[config.mk]
export PLATFORM = sky130hd
export DESIGN_NAME = rcw_reset_watchdog
export DESIGN_NICKNAME = d
export VERILOG_FILES = /design/src/rcw_pkg.sv /design/src/rcw_reset_watchdog.sv
export SDC_FILE = /design/constraint.sdc
export NUM_CORES = 1
export LEC_CHECK = 0
export BUFFER_PORTS_ARGS = -buffer_cell sky130_fd_sc_hd__buf_2
export CORE_ASPECT_RATIO = 0.75
export CORE_MARGIN = 10
export CORE_UTILIZATION = 45
export DETAILED_ROUTE_END_ITERATION = 10
export PLACE_DENSITY = 0.64
export SYNTH_ARGS = -nofsm -noshare
export SYNTH_HDL_FRONTEND = slang
export SYNTH_SLANG_ARGS = --single-unit
[constraint.sdc]
create_clock -name aclk -period 3.5 [get_ports aclk]
set_clock_uncertainty 0.15 [all_clocks]
set_input_delay 0.175 -clock aclk [delete_from_list [all_inputs] [get_ports aclk]]
set_output_delay 0.175 -clock aclk [all_outputs]
set_load 0.01 [all_outputs]
[src/rcw_pkg.sv]
package rcw_pkg;

    // ========================================
    // timing
    localparam int unsigned WDT_OSC_HZ = 128000;
    localparam int unsigned WDT_MIN_TIMEOUT_US = 16000;
    localparam int unsigned WDT_BASE_TICKS_DEF = WDT_OSC_HZ / 1000 * WDT_MIN_TIMEOUT_US / 1000;
    localparam int WDT_CNT_W = 20;
    localparam logic [3:0] WDT_CODE_MAX = 4'h9;
    localparam logic [2:0] UNLOCK_CYCLES = 3'h4;
    localparam int DLY_W = 16;
    localparam logic [15:0] STARTUP_CYC_0 = 16'h0004;
    localparam logic [15:0] STARTUP_CYC_1 = 16'h0010;
    localparam logic [15:0] STARTUP_CYC_2 = 16'h0040;
    localparam logic [15:0] STARTUP_CYC_3 = 16'h0100;

    // ========================================
    // register map (byte addresses)
    localparam logic [7:0] ADDR_FLAGS = 8'h00;
    localparam logic [7:0] ADDR_CTRL = 8'h04;
    localparam logic [7:0] ADDR_STATE = 8'h08;

    localparam int FLG_POR = 0;
    localparam int FLG_EXT = 1;
    localparam int FLG_BOD = 2;
    localparam int FLG_WDT = 3;
    localparam int FLG_SCAN = 4;
    localparam int FLG_W = 5;
    localparam logic [4:0] FLAGS_POR_ONLY = 5'h01;

    localparam int CTL_IRQ_FLAG = 7;
    localparam int CTL_IRQ_EN = 6;
    localparam int CTL_PER_HI = 5;
    localparam int CTL_UNLOCK = 4;
    localparam int CTL_RST_EN = 3;
    localparam int CTL_PER_LO = 0;

    localparam logic [1:0] RESP_OKAY = 2'h0;
    localparam logic [1:0] RESP_SLVERR = 2'h2;

    // ========================================
    // sampled pins
    localparam int PIN_POR = 0;
    localparam int PIN_EXTN = 1;
    localparam int PIN_BOD = 2;
    localparam int PIN_SCAN = 3;
    localparam int PIN_OSC = 4;
    localparam int PIN_W = 5;
    localparam logic [4:0] PIN_IDLE = 5'h02;

    typedef enum logic [1:0] {RST_ACTIVE, RST_DELAY, RST_RUN} rcw_rst_state_type;

endpackage

[src/rcw_reset_watchdog.sv]
// Chosen here: the register offsets and the AXI4-Lite interface to the registers.
`timescale 1ns/100ps

// Behaviour
// - internal reset clears all control registers; core fetches reset vector on release.
// - port-init output drops asynchronously as soon as any external source goes active.
// - after all sources drop, delay counter stretches internal reset by fused period.
// - five sources combined: power-on, reset pin, watchdog, brown-out, scan register.
// - reset pin low long enough resets even without clock; short glitches may not.
// - reset pin rising starts the delay counter; release only after it expires.
// - power-on detect asserts reset immediately; its removal starts the delay counter.
// - enabled brown-out asserts reset at once; removal starts the delay counter.
// - reset held while scan reset register holds one.
// - watchdog reset pulse is one clock; delay counting starts after it falls.
// - reference enable follows brown-out enable, comparator bandgap select or converter.
// - watchdog counts ticks of the separate 128 kHz oscillator up to the timeout.
// - restart clears watchdog counter; core must restart before timeout.
// - interrupt mode expiry raises interrupt request usable as a wake-up.
// - reset mode expiry generates a system reset.
// - combined mode: first expiry interrupts, then reset mode; later expiry resets.
// - always-on fuse forces reset mode: reset enable reads 1, irq enable 0.
// - within four cycles one write without unlock updates reset enable and period.
// - timeout selectable from 16 ms to 8 s by period select.
// - change-unlock bit clears by itself four cycles after being written.
// - reset enable reads set and stays set while watchdog reset flag is set.
// - period code 0 is 2048 ticks, doubling to code 9; codes above reserved.
// - each source sets its flag; writing zero clears; power-on clears others.
module rcw_reset_watchdog import rcw_pkg::*; #(
    parameter int unsigned WDT_BASE_TICKS = WDT_BASE_TICKS_DEF
) (
    // clock and bus reset
    input wire logic aclk,
    input wire logic aresetn,
    // axi4-lite write
    input wire logic [7:0] s_axi_awaddr,
    input wire logic s_axi_awvalid,
    output logic s_axi_awready,
    input wire logic [31:0] s_axi_wdata,
    input wire logic [3:0] s_axi_wstrb,
    input wire logic s_axi_wvalid,
    output logic s_axi_wready,
    output logic [1:0] s_axi_bresp,
    output logic s_axi_bvalid,
    input wire logic s_axi_bready,
    // axi4-lite read
    input wire logic [7:0] s_axi_araddr,
    input wire logic s_axi_arvalid,
    output logic s_axi_arready,
    output logic [31:0] s_axi_rdata,
    output logic [1:0] s_axi_rresp,
    output logic s_axi_rvalid,
    input wire logic s_axi_rready,
    // reset sources and watchdog oscillator (asynchronous pins)
    input wire logic por_low,
    input wire logic ext_reset_n,
    input wire logic bod_low,
    input wire logic scan_reset,
    input wire logic wdt_osc,
    // fuses and configuration
    input wire logic brownout_enable_fuse,
    input wire logic supervisor_always_on_fuse,
    input wire logic [1:0] startup_time_fuse,
    input wire logic comparator_bandgap_select,
    input wire logic adc_enable,
    // core side
    input wire logic wdt_restart,
    input wire logic wdt_irq_ack,
    // outputs
    output logic sys_reset_n,
    output logic port_init_n,
    output logic ref_enable,
    output logic wdt_irq
);

    // ========================================
    // pin sampling
    logic [PIN_W-1:0] pin_raw;
    logic [PIN_W-1:0] sync1_r, sync2_r, sync3_r, pin_q_r;

    assign pin_raw = {wdt_osc, scan_reset, bod_low, ext_reset_n, por_low};

    // level moves only when stages two and three agree
    for (genvar i = 0; i < PIN_W; i++) begin : g_pin
        always_ff @(posedge aclk) begin
            if (!aresetn) begin
                sync1_r[i] <= PIN_IDLE[i];
                sync2_r[i] <= PIN_IDLE[i];
                sync3_r[i] <= PIN_IDLE[i];
                pin_q_r[i] <= PIN_IDLE[i];
            end else begin
                sync1_r[i] <= pin_raw[i];
                sync2_r[i] <= sync1_r[i];
                sync3_r[i] <= sync2_r[i];
                if (sync2_r[i] == sync3_r[i]) begin
                    pin_q_r[i] <= sync3_r[i];
                end
            end
        end
    end

    // ========================================
    // reset combining and delay counter
    logic src_raw_n, src_act, bod_hit, wdt_rst_pulse_r, sys_reset_n_r, port_init_n_r;
    rcw_rst_state_type state_r, state_nxt;
    logic [DLY_W-1:0] dly_cnt_r, dly_sel;

    // raw pins bypass the clock so outputs drop even with no clock
    assign src_raw_n = !(por_low || !ext_reset_n || (bod_low && brownout_enable_fuse) || scan_reset);
    assign bod_hit = pin_q_r[PIN_BOD] && brownout_enable_fuse;
    assign src_act = pin_q_r[PIN_POR] || !pin_q_r[PIN_EXTN] || bod_hit
        || pin_q_r[PIN_SCAN] || wdt_rst_pulse_r;

    always_comb begin
        unique case (startup_time_fuse)
            2'h0: dly_sel = STARTUP_CYC_0;
            2'h1: dly_sel = STARTUP_CYC_1;
            2'h2: dly_sel = STARTUP_CYC_2;
            2'h3: dly_sel = STARTUP_CYC_3;
        endcase
    end

    always_comb begin
        state_nxt = state_r;
        unique case (state_r)
            RST_ACTIVE: begin
                if (!src_act) begin
                    state_nxt = RST_DELAY;
                end
            end
            RST_DELAY: begin
                if (src_act) begin
                    state_nxt = RST_ACTIVE;
                end else if (dly_cnt_r == '0) begin
                    state_nxt = RST_RUN;
                end
            end
            RST_RUN: begin
                if (src_act) begin
                    state_nxt = RST_ACTIVE;
                end
            end
        endcase
    end

    always_ff @(posedge aclk) begin
        if (!aresetn) begin
            state_r <= RST_ACTIVE;
            dly_cnt_r <= '0;
        end else begin
            state_r <= state_nxt;
            if (state_r != RST_DELAY) begin
                dly_cnt_r <= dly_sel;
            end else if (dly_cnt_r != '0) begin
                dly_cnt_r <= dly_cnt_r - 16'h0001;
            end
        end
    end

    always_ff @(posedge aclk or negedge src_raw_n) begin
        if (!src_raw_n) begin
            sys_reset_n_r <= 1'b0;
            port_init_n_r <= 1'b0;
        end else if (!aresetn) begin
            sys_reset_n_r <= 1'b0;
            port_init_n_r <= 1'b0;
        end else begin
            sys_reset_n_r <= (state_nxt == RST_RUN);
            port_init_n_r <= !src_act;
        end
    end

    always_ff @(posedge aclk) begin
        if (!aresetn) begin
            ref_enable <= 1'b0;
        end else begin
            ref_enable <= brownout_enable_fuse || comparator_bandgap_select || adc_enable;
        end
    end

    assign sys_reset_n = sys_reset_n_r;
    assign port_init_n = port_init_n_r;

    // ========================================
    // watchdog
    logic osc_prev_r, osc_tick, rst_en_r, irq_en_r, irq_flag_r, unlock_r;
    logic re_eff, ie_eff, wdt_run, wdt_expire, reset_req, irq_set;
    logic [WDT_CNT_W-1:0] wdt_cnt_r, wdt_limit;
    logic [31:0] limit_wide;
    logic [3:0] per_code, period_r;
    logic [2:0] unlock_cnt_r;
    logic [FLG_W-1:0] flags_r;

    // osc edge taken from the filtered level only
    assign osc_tick = pin_q_r[PIN_OSC] && !osc_prev_r;
    assign re_eff = supervisor_always_on_fuse || rst_en_r || flags_r[FLG_WDT];
    assign ie_eff = irq_en_r && !supervisor_always_on_fuse;
    assign wdt_run = re_eff || ie_eff;
    // reserved codes fall back to the longest period
    assign per_code = (period_r > WDT_CODE_MAX) ? WDT_CODE_MAX : period_r;
    assign limit_wide = (32'(WDT_BASE_TICKS) << per_code) - 32'h1;
    assign wdt_limit = limit_wide[WDT_CNT_W-1:0];
    assign wdt_expire = wdt_run && osc_tick && sys_reset_n_r && (wdt_cnt_r >= wdt_limit);
    // combined mode resets when the previous interrupt was never serviced
    assign reset_req = wdt_expire && re_eff && (!ie_eff || irq_flag_r);
    assign irq_set = wdt_expire && ie_eff && !reset_req;

    always_ff @(posedge aclk) begin
        if (!aresetn) begin
            osc_prev_r <= 1'b0;
            wdt_cnt_r <= '0;
            wdt_rst_pulse_r <= 1'b0;
        end else begin
            osc_prev_r <= pin_q_r[PIN_OSC];
            wdt_rst_pulse_r <= reset_req;
            if (!sys_reset_n_r || wdt_restart || !wdt_run || wdt_expire) begin
                wdt_cnt_r <= '0;
            end else if (osc_tick) begin
                wdt_cnt_r <= wdt_cnt_r + 20'h00001;
            end
        end
    end

    // ========================================
    // axi4-lite slave
    logic wr_fire, rd_fire, wr_ctrl, wr_flags, wr_ok, rd_ok, unlock_wr;
    logic [7:0] wd;
    logic [31:0] rd_mux;

    assign wr_fire = s_axi_awready && s_axi_awvalid && s_axi_wvalid;
    assign rd_fire = s_axi_arready && s_axi_arvalid;
    assign wr_ok = ({s_axi_awaddr[7:2], 2'b00} == ADDR_FLAGS)
        || ({s_axi_awaddr[7:2], 2'b00} == ADDR_CTRL);
    assign rd_ok = ({s_axi_araddr[7:2], 2'b00} == ADDR_FLAGS)
        || ({s_axi_araddr[7:2], 2'b00} == ADDR_CTRL)
        || ({s_axi_araddr[7:2], 2'b00} == ADDR_STATE);
    assign wr_flags = wr_fire && s_axi_wstrb[0] && ({s_axi_awaddr[7:2], 2'b00} == ADDR_FLAGS);
    assign wr_ctrl = wr_fire && s_axi_wstrb[0] && ({s_axi_awaddr[7:2], 2'b00} == ADDR_CTRL);
    assign wd = s_axi_wdata[7:0];
    assign unlock_wr = wd[CTL_UNLOCK] && wd[CTL_RST_EN];

    always_ff @(posedge aclk) begin
        if (!aresetn) begin
            s_axi_awready <= 1'b0;
            s_axi_wready <= 1'b0;
            s_axi_bvalid <= 1'b0;
            s_axi_bresp <= RESP_OKAY;
        end else begin
            s_axi_awready <= s_axi_awvalid && s_axi_wvalid && !s_axi_awready && !s_axi_bvalid;
            s_axi_wready <= s_axi_awvalid && s_axi_wvalid && !s_axi_awready && !s_axi_bvalid;
            if (wr_fire) begin
                s_axi_bvalid <= 1'b1;
                s_axi_bresp <= wr_ok ? RESP_OKAY : RESP_SLVERR;
            end else if (s_axi_bready) begin
                s_axi_bvalid <= 1'b0;
            end
        end
    end

    always_comb begin
        rd_mux = 32'h0;
        unique case ({s_axi_araddr[7:2], 2'b00})
            ADDR_FLAGS: rd_mux = {27'h0, flags_r};
            ADDR_CTRL: rd_mux = {24'h0, irq_flag_r, ie_eff, period_r[3], unlock_r,
                re_eff, period_r[2:0]};
            ADDR_STATE: rd_mux = {10'h0, sys_reset_n_r, port_init_n_r, wdt_cnt_r};
            default: rd_mux = 32'h0;
        endcase
    end

    always_ff @(posedge aclk) begin
        if (!aresetn) begin
            s_axi_arready <= 1'b0;
            s_axi_rvalid <= 1'b0;
            s_axi_rdata <= 32'h0;
            s_axi_rresp <= RESP_OKAY;
        end else begin
            s_axi_arready <= s_axi_arvalid && !s_axi_arready && !s_axi_rvalid;
            if (rd_fire) begin
                s_axi_rvalid <= 1'b1;
                s_axi_rdata <= rd_mux;
                s_axi_rresp <= rd_ok ? RESP_OKAY : RESP_SLVERR;
            end else if (s_axi_rready) begin
                s_axi_rvalid <= 1'b0;
            end
        end
    end

    // ========================================
    // reset flags: survive internal reset, set beats a write of zero
    logic [FLG_W-1:0] flag_set, flag_clr;

    assign flag_set = {pin_q_r[PIN_SCAN], wdt_rst_pulse_r, bod_hit, !pin_q_r[PIN_EXTN],
        pin_q_r[PIN_POR]};
    assign flag_clr = wr_flags ? ~s_axi_wdata[FLG_W-1:0] : '0;

    always_ff @(posedge aclk) begin
        if (!aresetn) begin
            flags_r <= '0;
        end else if (pin_q_r[PIN_POR]) begin
            flags_r <= FLAGS_POR_ONLY;
        end else begin
            flags_r <= (flags_r & ~flag_clr) | flag_set;
        end
    end

    // ========================================
    // control register with timed unlock
    always_ff @(posedge aclk) begin
        if (!aresetn || !sys_reset_n_r) begin
            rst_en_r <= 1'b0;
            irq_en_r <= 1'b0;
            period_r <= 4'h0;
            unlock_r <= 1'b0;
            unlock_cnt_r <= 3'h0;
        end else begin
            if (wdt_irq_ack && re_eff) begin
                irq_en_r <= 1'b0;
            end else if (wr_ctrl) begin
                irq_en_r <= wd[CTL_IRQ_EN];
            end
            if (wr_ctrl && unlock_wr) begin
                unlock_r <= 1'b1;
                unlock_cnt_r <= UNLOCK_CYCLES;
                rst_en_r <= 1'b1;
            end else if (wr_ctrl && unlock_cnt_r != 3'h0 && !wd[CTL_UNLOCK]) begin
                rst_en_r <= wd[CTL_RST_EN];
                period_r <= {wd[CTL_PER_HI], wd[CTL_PER_LO+2:CTL_PER_LO]};
                unlock_r <= 1'b0;
                unlock_cnt_r <= 3'h0;
            end else begin
                if (wr_ctrl) begin
                    rst_en_r <= rst_en_r || wd[CTL_RST_EN];
                end
                if (unlock_cnt_r != 3'h0) begin
                    unlock_cnt_r <= unlock_cnt_r - 3'h1;
                    unlock_r <= (unlock_cnt_r != 3'h1);
                end
            end
        end
    end

    // interrupt flag: hardware set wins over ack and write-one clear
    always_ff @(posedge aclk) begin
        if (!aresetn || !sys_reset_n_r) begin
            irq_flag_r <= 1'b0;
            wdt_irq <= 1'b0;
        end else begin
            if (irq_set) begin
                irq_flag_r <= 1'b1;
            end else if (wdt_irq_ack || (wr_ctrl && wd[CTL_IRQ_FLAG])) begin
                irq_flag_r <= 1'b0;
            end
            wdt_irq <= irq_flag_r && ie_eff;
        end
    end
endmodule

---- Word-level counts from Yosys, hierarchy flattened ----
Index checks and enable logic that the tools add are counted.
W data, S select, Z words.
word-level totals
  register bits ........................... 120
  memory bits (read-only) ................. 0
  memories kept ........................... 0
  bits in latches ......................... 0
  input bits .............................. 72
  output and inout bits ................... 45
  logic and storage cells ................. 189
  RAM bits ................................ 0
cells by class
  muxes and demuxes ....................... 31
  $add $sub $neg .......................... 4
  reductions and logical operators ........ 84
  divide/modulo/power cells ............... 0
  multiply operators ...................... 0
  equality and inequality tests ........... 16
  shift-type cells ........................ 1
  bitwise logic cells ..................... 6
  magnitude comparators ................... 2
operators with widths
  kind                     number
  $pmux W22 S3             1
  $pmux W16 S4             1
  $mux W16                 2
  $logic_and A1 B1 Y1      29
  $logic_or A1 B1 Y1       22
  $add A20 B1 Y20 const B  1
  $ge A20 B20 Y1           1
  $shl A12 B4 Y20 const A  1
  $sub A20 B1 Y20 const B  1
  $logic_not A16 Y1        1
  $reduce_bool A16 Y1      1
  $sub A16 B1 Y16 const B  1
  $logic_not A1 Y1         15
  $mux W1                  15
  $eq A6 B1 Y1 const B     2
  $logic_not A6 Y1         2
  $mux W2                  6
  $not A5 Y5               2
  $mux W3                  3
  $reduce_bool A3 Y1       3
  $eq A2 B2 Y1 const B     4
  $reduce_bool A2 Y1       4
  $eq A6 B2 Y1 const B     1
  $pmux W2 S3              1
  15 further kinds         24

---- Logic depth before layout (Yosys ltp) ----
  word-level depth ........................ 11
  gate-level depth with buffers ........... 13
  gate-level depth less buffers ........... 11

---- Worst setup path after synthesis ----
OpenSTA, ideal clock, no wires.
  path kind ............................... register to register
  start ................................... register period_r[2]
  end ..................................... register wdt_cnt_r[11]
  data arrival time ....................... 2.696 ns
  period minus slack after synthesis ...... 2.932 ns
  stages on the path, launching flop included .. 14
  slack ................................... 0.568 ns
  data required time ...................... 3.264 ns
  buffers on the path ..................... 2
  library setup time ...................... 0.086 ns
  cells stage by stage .................... dfxtp_1 clkbuf_1 nor2_1 nand3b_1 ha_1 nor2_1 mux2_2 a32oi_1 ha_1 and4_1 and3_1 a32o_1 clkbuf_1 a211oi_1
on the way
  cells in the longest elaborated chain, start to end .. 8
ends and longest elaborated chain
  element                       line                       source
  start, declared               rcw_reset_watchdog.sv:189  logic [3:0] per_code, period_r;
  start signal, assigned        rcw_reset_watchdog.sv:327  period_r <= {wd[CTL_PER_HI], wd[CTL_PER_LO+2:CTL_PER_LO]};
  $gt A4 B4 Y1                  rcw_reset_watchdog.sv:199  assign per_code = (period_r > WDT_CODE_MAX) ? WDT_CODE_MAX : period_r;
  $mux W4 *                     rcw_reset_watchdog.sv:199
  $shl A12 B4 Y20 *             rcw_reset_watchdog.sv:200  assign limit_wide = (32'(WDT_BASE_TICKS) << per_code) - 32'h1;
  $sub A20 B1 Y20 *             rcw_reset_watchdog.sv:200
  $ge A20 B20 Y1 *              rcw_reset_watchdog.sv:202  assign wdt_expire = wdt_run && osc_tick && sys_reset_n_r && (wdt_cnt_r >= wdt_limit);
  $logic_and A1 B1 Y1 *         rcw_reset_watchdog.sv:202
  $logic_or A1 B1 Y1 *          rcw_reset_watchdog.sv:215  if (!sys_reset_n_r || wdt_restart || !wdt_run || wdt_expire) begin
  $reduce_or A2 Y1 (no line) *  --
  end signal, assigned          rcw_reset_watchdog.sv:218  wdt_cnt_r <= wdt_cnt_r + 20'h00001;
  end, declared                 rcw_reset_watchdog.sv:187  logic [WDT_CNT_W-1:0] wdt_cnt_r, wdt_limit;
Mark *: on every way between the ends. The rest lies on a longest branch, timed or not.
A chain may end at the register's enable or synchronous reset.

---- Worst setup path in the final report ----
  start ................................... register period_r[2]
  end ..................................... register wdt_cnt_r[16]
Same word-level chain as after synthesis.

==> impl_metrics.json <==
{
  "detailedPlacementHpwl_um": 9880,
  "synthTopCellsByCount": "sky130_fd_sc_hd__dfxtp_1 (106), sky130_fd_sc_hd__a21oi_1 (54), sky130_fd_sc_hd__nand2_1 (54), sky130_fd_sc_hd__nand3_1 (36), sky130_fd_sc_hd__o21ai_0 (36)",
  "cellInternalPower_w": 0.00227,
  "maxCapViolCount": 0,
  "p_leak_nw": 2.37,
  "layoutNonFillerInstCount": 834,
  "netSwitchingPower_w": 0.00118,
  "numPortBuffers": 73,
  "antenna_violating_nets_post_route": 0,
  "timing.critical_path.to_type": "flop",
  "htreeDepth": 3,
  "final.hold.worst_slack_ns": 0.0163,
  "critPathMaxFanout": 20,
  "route.final.wire_length_um": 13500,
  "synth.yosys.seq_area_share": 0.420,
  "tritoncts": "done",
  "yosys.cell_count.top_type": "sky130_fd_sc_hd__dfxtp_1",
  "vias": 4753,
  "synth_top_flop_cell": "sky130_fd_sc_hd__dfxtp_1",
  "fillers": 1016,
  "pwr_density_cell_nw_per_um2": 563,
  "synth_async_sr_flop_share": 0.0185,
  "avgSynthCellArea_sq_um": 8.46,
  "clk_pin_slew_worst_paths_ns": 0.07,
  "tns_ns": 0,
  "netlist_area_sq_um": 5170,
  "grt_remaining_overflow": 0,
  "clock_tree_root_buffer_cell": "sky130_fd_sc_hd__clkbuf_16",
  "firstDrtPassIters": 5,
  "share_of_the_cycle_needed_by_the_critical_path_after_routing": 0.929,
  "path_class": "flop to flop",
  "initial_antenna_violation_count": 0,
  "synth_top_area_share": 0.410,
  "setup_viol_count_final": 0,
  "fmaxAchievable_mhz": 308,
  "post_synth_num_cell_types": 61,
  "power.ir.vdd_worst_mv": 0.360,
  "cts_inserted_buffers": 9,
  "grt_util_all_layers": 0.165,
  "viasPerCell": 5.70,
  "full_die_area_sq_um": 16200,
  "grt_start_max_net_pins": 32,
  "core_area_sq_um": 11100,
  "area_growth_pct": 18.3,
  "postLayoutCoreUtil": 0.553,
  "comb_power_share": 0.288,
  "synth-seq-cells": 108,
  "first_global_vias": 4454,
  "holdCritPathClass": "input pin to flop",
  "chipHeight_um": 113,
  "cts_post_setup_buffers_inserted": 0,
  "drive_gt1_frac": 0.156,
  "wire_length_of_the_first_global_routing_pass_um": 22100,
  "finalHoldViolCount": 0,
  "switching_share": 0.341,
  "globalplace.congestion": 0.841,
  "slew_margin_rel": 0.422,
  "drt_first_iter_violations": 412,
  "dpl_cells": 794,
  "floorplan.initialDensity": 0.467,
  "critPathArrivalTime_ns": 3.36,
  "cts_sinks": 108,
  "cts_buffer_depth": 2,
  "die_span_in_x_um": 144,
  "report.power.total_w": 0.00344,
  "rsz_0062_raised_after_global_routing": "no",
  "timing.final.crit_period_ns": 3.25,
  "synth_edf_count": 0,
  "wire_per_inst_um": 16.2,
  "drv_slew": 0,
  "synth_area_leaders": "sky130_fd_sc_hd__dfxtp_1 (41%), sky130_fd_sc_hd__a21oi_1 (5.2%), sky130_fd_sc_hd__ha_1 (4.1%)",
  "clock_latency_ns": 0.35,
  "synth_area_leader_cell": "sky130_fd_sc_hd__dfxtp_1",
  "num_antenna_cells": 0,
  "finalNetCount": 778,
  "ios": 117,
  "crit_path_start_kind": "flop",
  "final_routed_drc_violation_total": 0,
  "power.share.sequential": 0.407,
  "slew_at_the_pin_closest_to_its_max_slew_limit_ns": 0.859,
  "worst-endpoint-required_ns": 3.61,
  "standard_cell_rows": 33,
  "power.share.clock": 0.306,
  "status": "finished clean",
  "syn_inst": 611,
  "synth_warnings": 0
}
==> path summary, 6_finish.rpt <==
path	slack [ns]	to	from	cells after the start
max	0.25	wdt_cnt_r[16]$_SDFFE_PP0P_	period_r[2]$_SDFFE_PP0P_	11
min	0.02	flags_r[4]$_SDFF_PP0_	s_axi_wdata[4]	3
max reg2reg	0.25	wdt_cnt_r[16]$_SDFFE_PP0P_	period_r[2]$_SDFFE_PP0P_	11
min reg2reg	0.27	sync2_r[1]$_SDFF_PN1_	sync1_r[1]$_SDFF_PN1_	1
max in group asynchronous	1.71	sys_reset_n$_DFF_PP0_	por_low	7
min in group asynchronous	0.14	port_init_n$_DFF_PP0_	brownout_enable_fuse	3
==> critical path, cell delays in order (launching register included) <==
cell and delay [ns]:
sky130_fd_sc_hd__dfxtp_1 0.51, sky130_fd_sc_hd__nor2_1 0.17, sky130_fd_sc_hd__nand3b_1 0.12, sky130_fd_sc_hd__ha_1 0.27
sky130_fd_sc_hd__nor2_1 0.08, sky130_fd_sc_hd__mux2_2 0.27, sky130_fd_sc_hd__a32oi_1 0.22, sky130_fd_sc_hd__ha_1 0.30
sky130_fd_sc_hd__and4_1 0.23, sky130_fd_sc_hd__and3_1 0.19, sky130_fd_sc_hd__a32o_2 0.38, sky130_fd_sc_hd__a211oi_1 0.27
==> layout make-up <==
type,instances,area (sq um),share of cell area
well taps,140,175,0.0286
flip-flops and latches,108,2170,0.355
clock buffers,10,239,0.0391
multi-input cells,449,2740,0.448
clock inverters,6,68.8,0.0113
inverters,18,67.6,0.0110
repair buffers,103,651,0.106
==> through the flow <==
stage               setup WS [ns]  cell area (sq um)
floorplan                   0.568               5210
global placement            0.259               5570
detailed placement          0.116               5570
CTS                         0.104               6110
global route               0.0382               6110
finish                      0.250               6110
==> state kept, by name, summed over array words and instances, names as in the netlist, 3 cells and up <==
signal and flops:
s_axi_rdata 22, sync3_r 5, dly_cnt_r 16, sync1_r 5, flags_r 5, period_r 4
sync2_r 5, wdt_cnt_r 20, pin_q_r 3, unlock_cnt_r 3
==> cell families after synthesis <==
family	after synthesis	synth area share
compound gates	148	0.179
xor+xnor	13	0.0220
fa+ha+maj	17	0.0411
buf+inv	65	0.0578
flops	108	0.420
mux	13	0.0266
other cells	1	0.000725
simple gates	246	0.252
==> placed cells by master, fill, tap and decap left out, drive strengths merged, types with 19 or more instances in the layout <==
| cell type | synthesis | final |
|---|---|---|
| inv | 17 | 20 |
| nor2 | 35 | 35 |
| dfxtp | 106 | 106 |
| nand2 | 54 | 54 |
| buf | 18 | 79 |
| o21ai | 36 | 36 |
| nand3 | 36 | 36 |
| a21oi | 54 | 54 |
| dlygate4sd3 | 0 | 24 |
| nor3 | 28 | 28 |
| and2 | 19 | 19 |
==> per-layer routing <==
metal | track usage | up-vias | routed length (um)
li1 | - | 2343 | -
met1 | 0.237 | 2271 | 6840
met2 | 0.238 | 127 | 5760
met3 | 0.0389 | 12 | 833
met4 | 0.0448 | 0 | 118
met5 | 0 | - | 0
==> power by group through the flow <==
stage	clock, W	combinational, W	sequential (W)
after floorplan	0	0.000736	0.00140
after global placement	0	0.000919	0.00142
after detailed placement	0	0.000946	0.00143
after CTS	0.00107	0.000974	0.00140
after global routing	0.00112	0.00111	0.00141
final	0.00105	0.000990	0.00140
==> timing repair <==
action | CTS | global route
hold buffers | 24 | 0
endpoints found under the hold margin | 20 | 0
endpoints found under the setup margin | 0 | 20
gates resized for setup | 0 | 1
(Power assumes the default switching activity.)
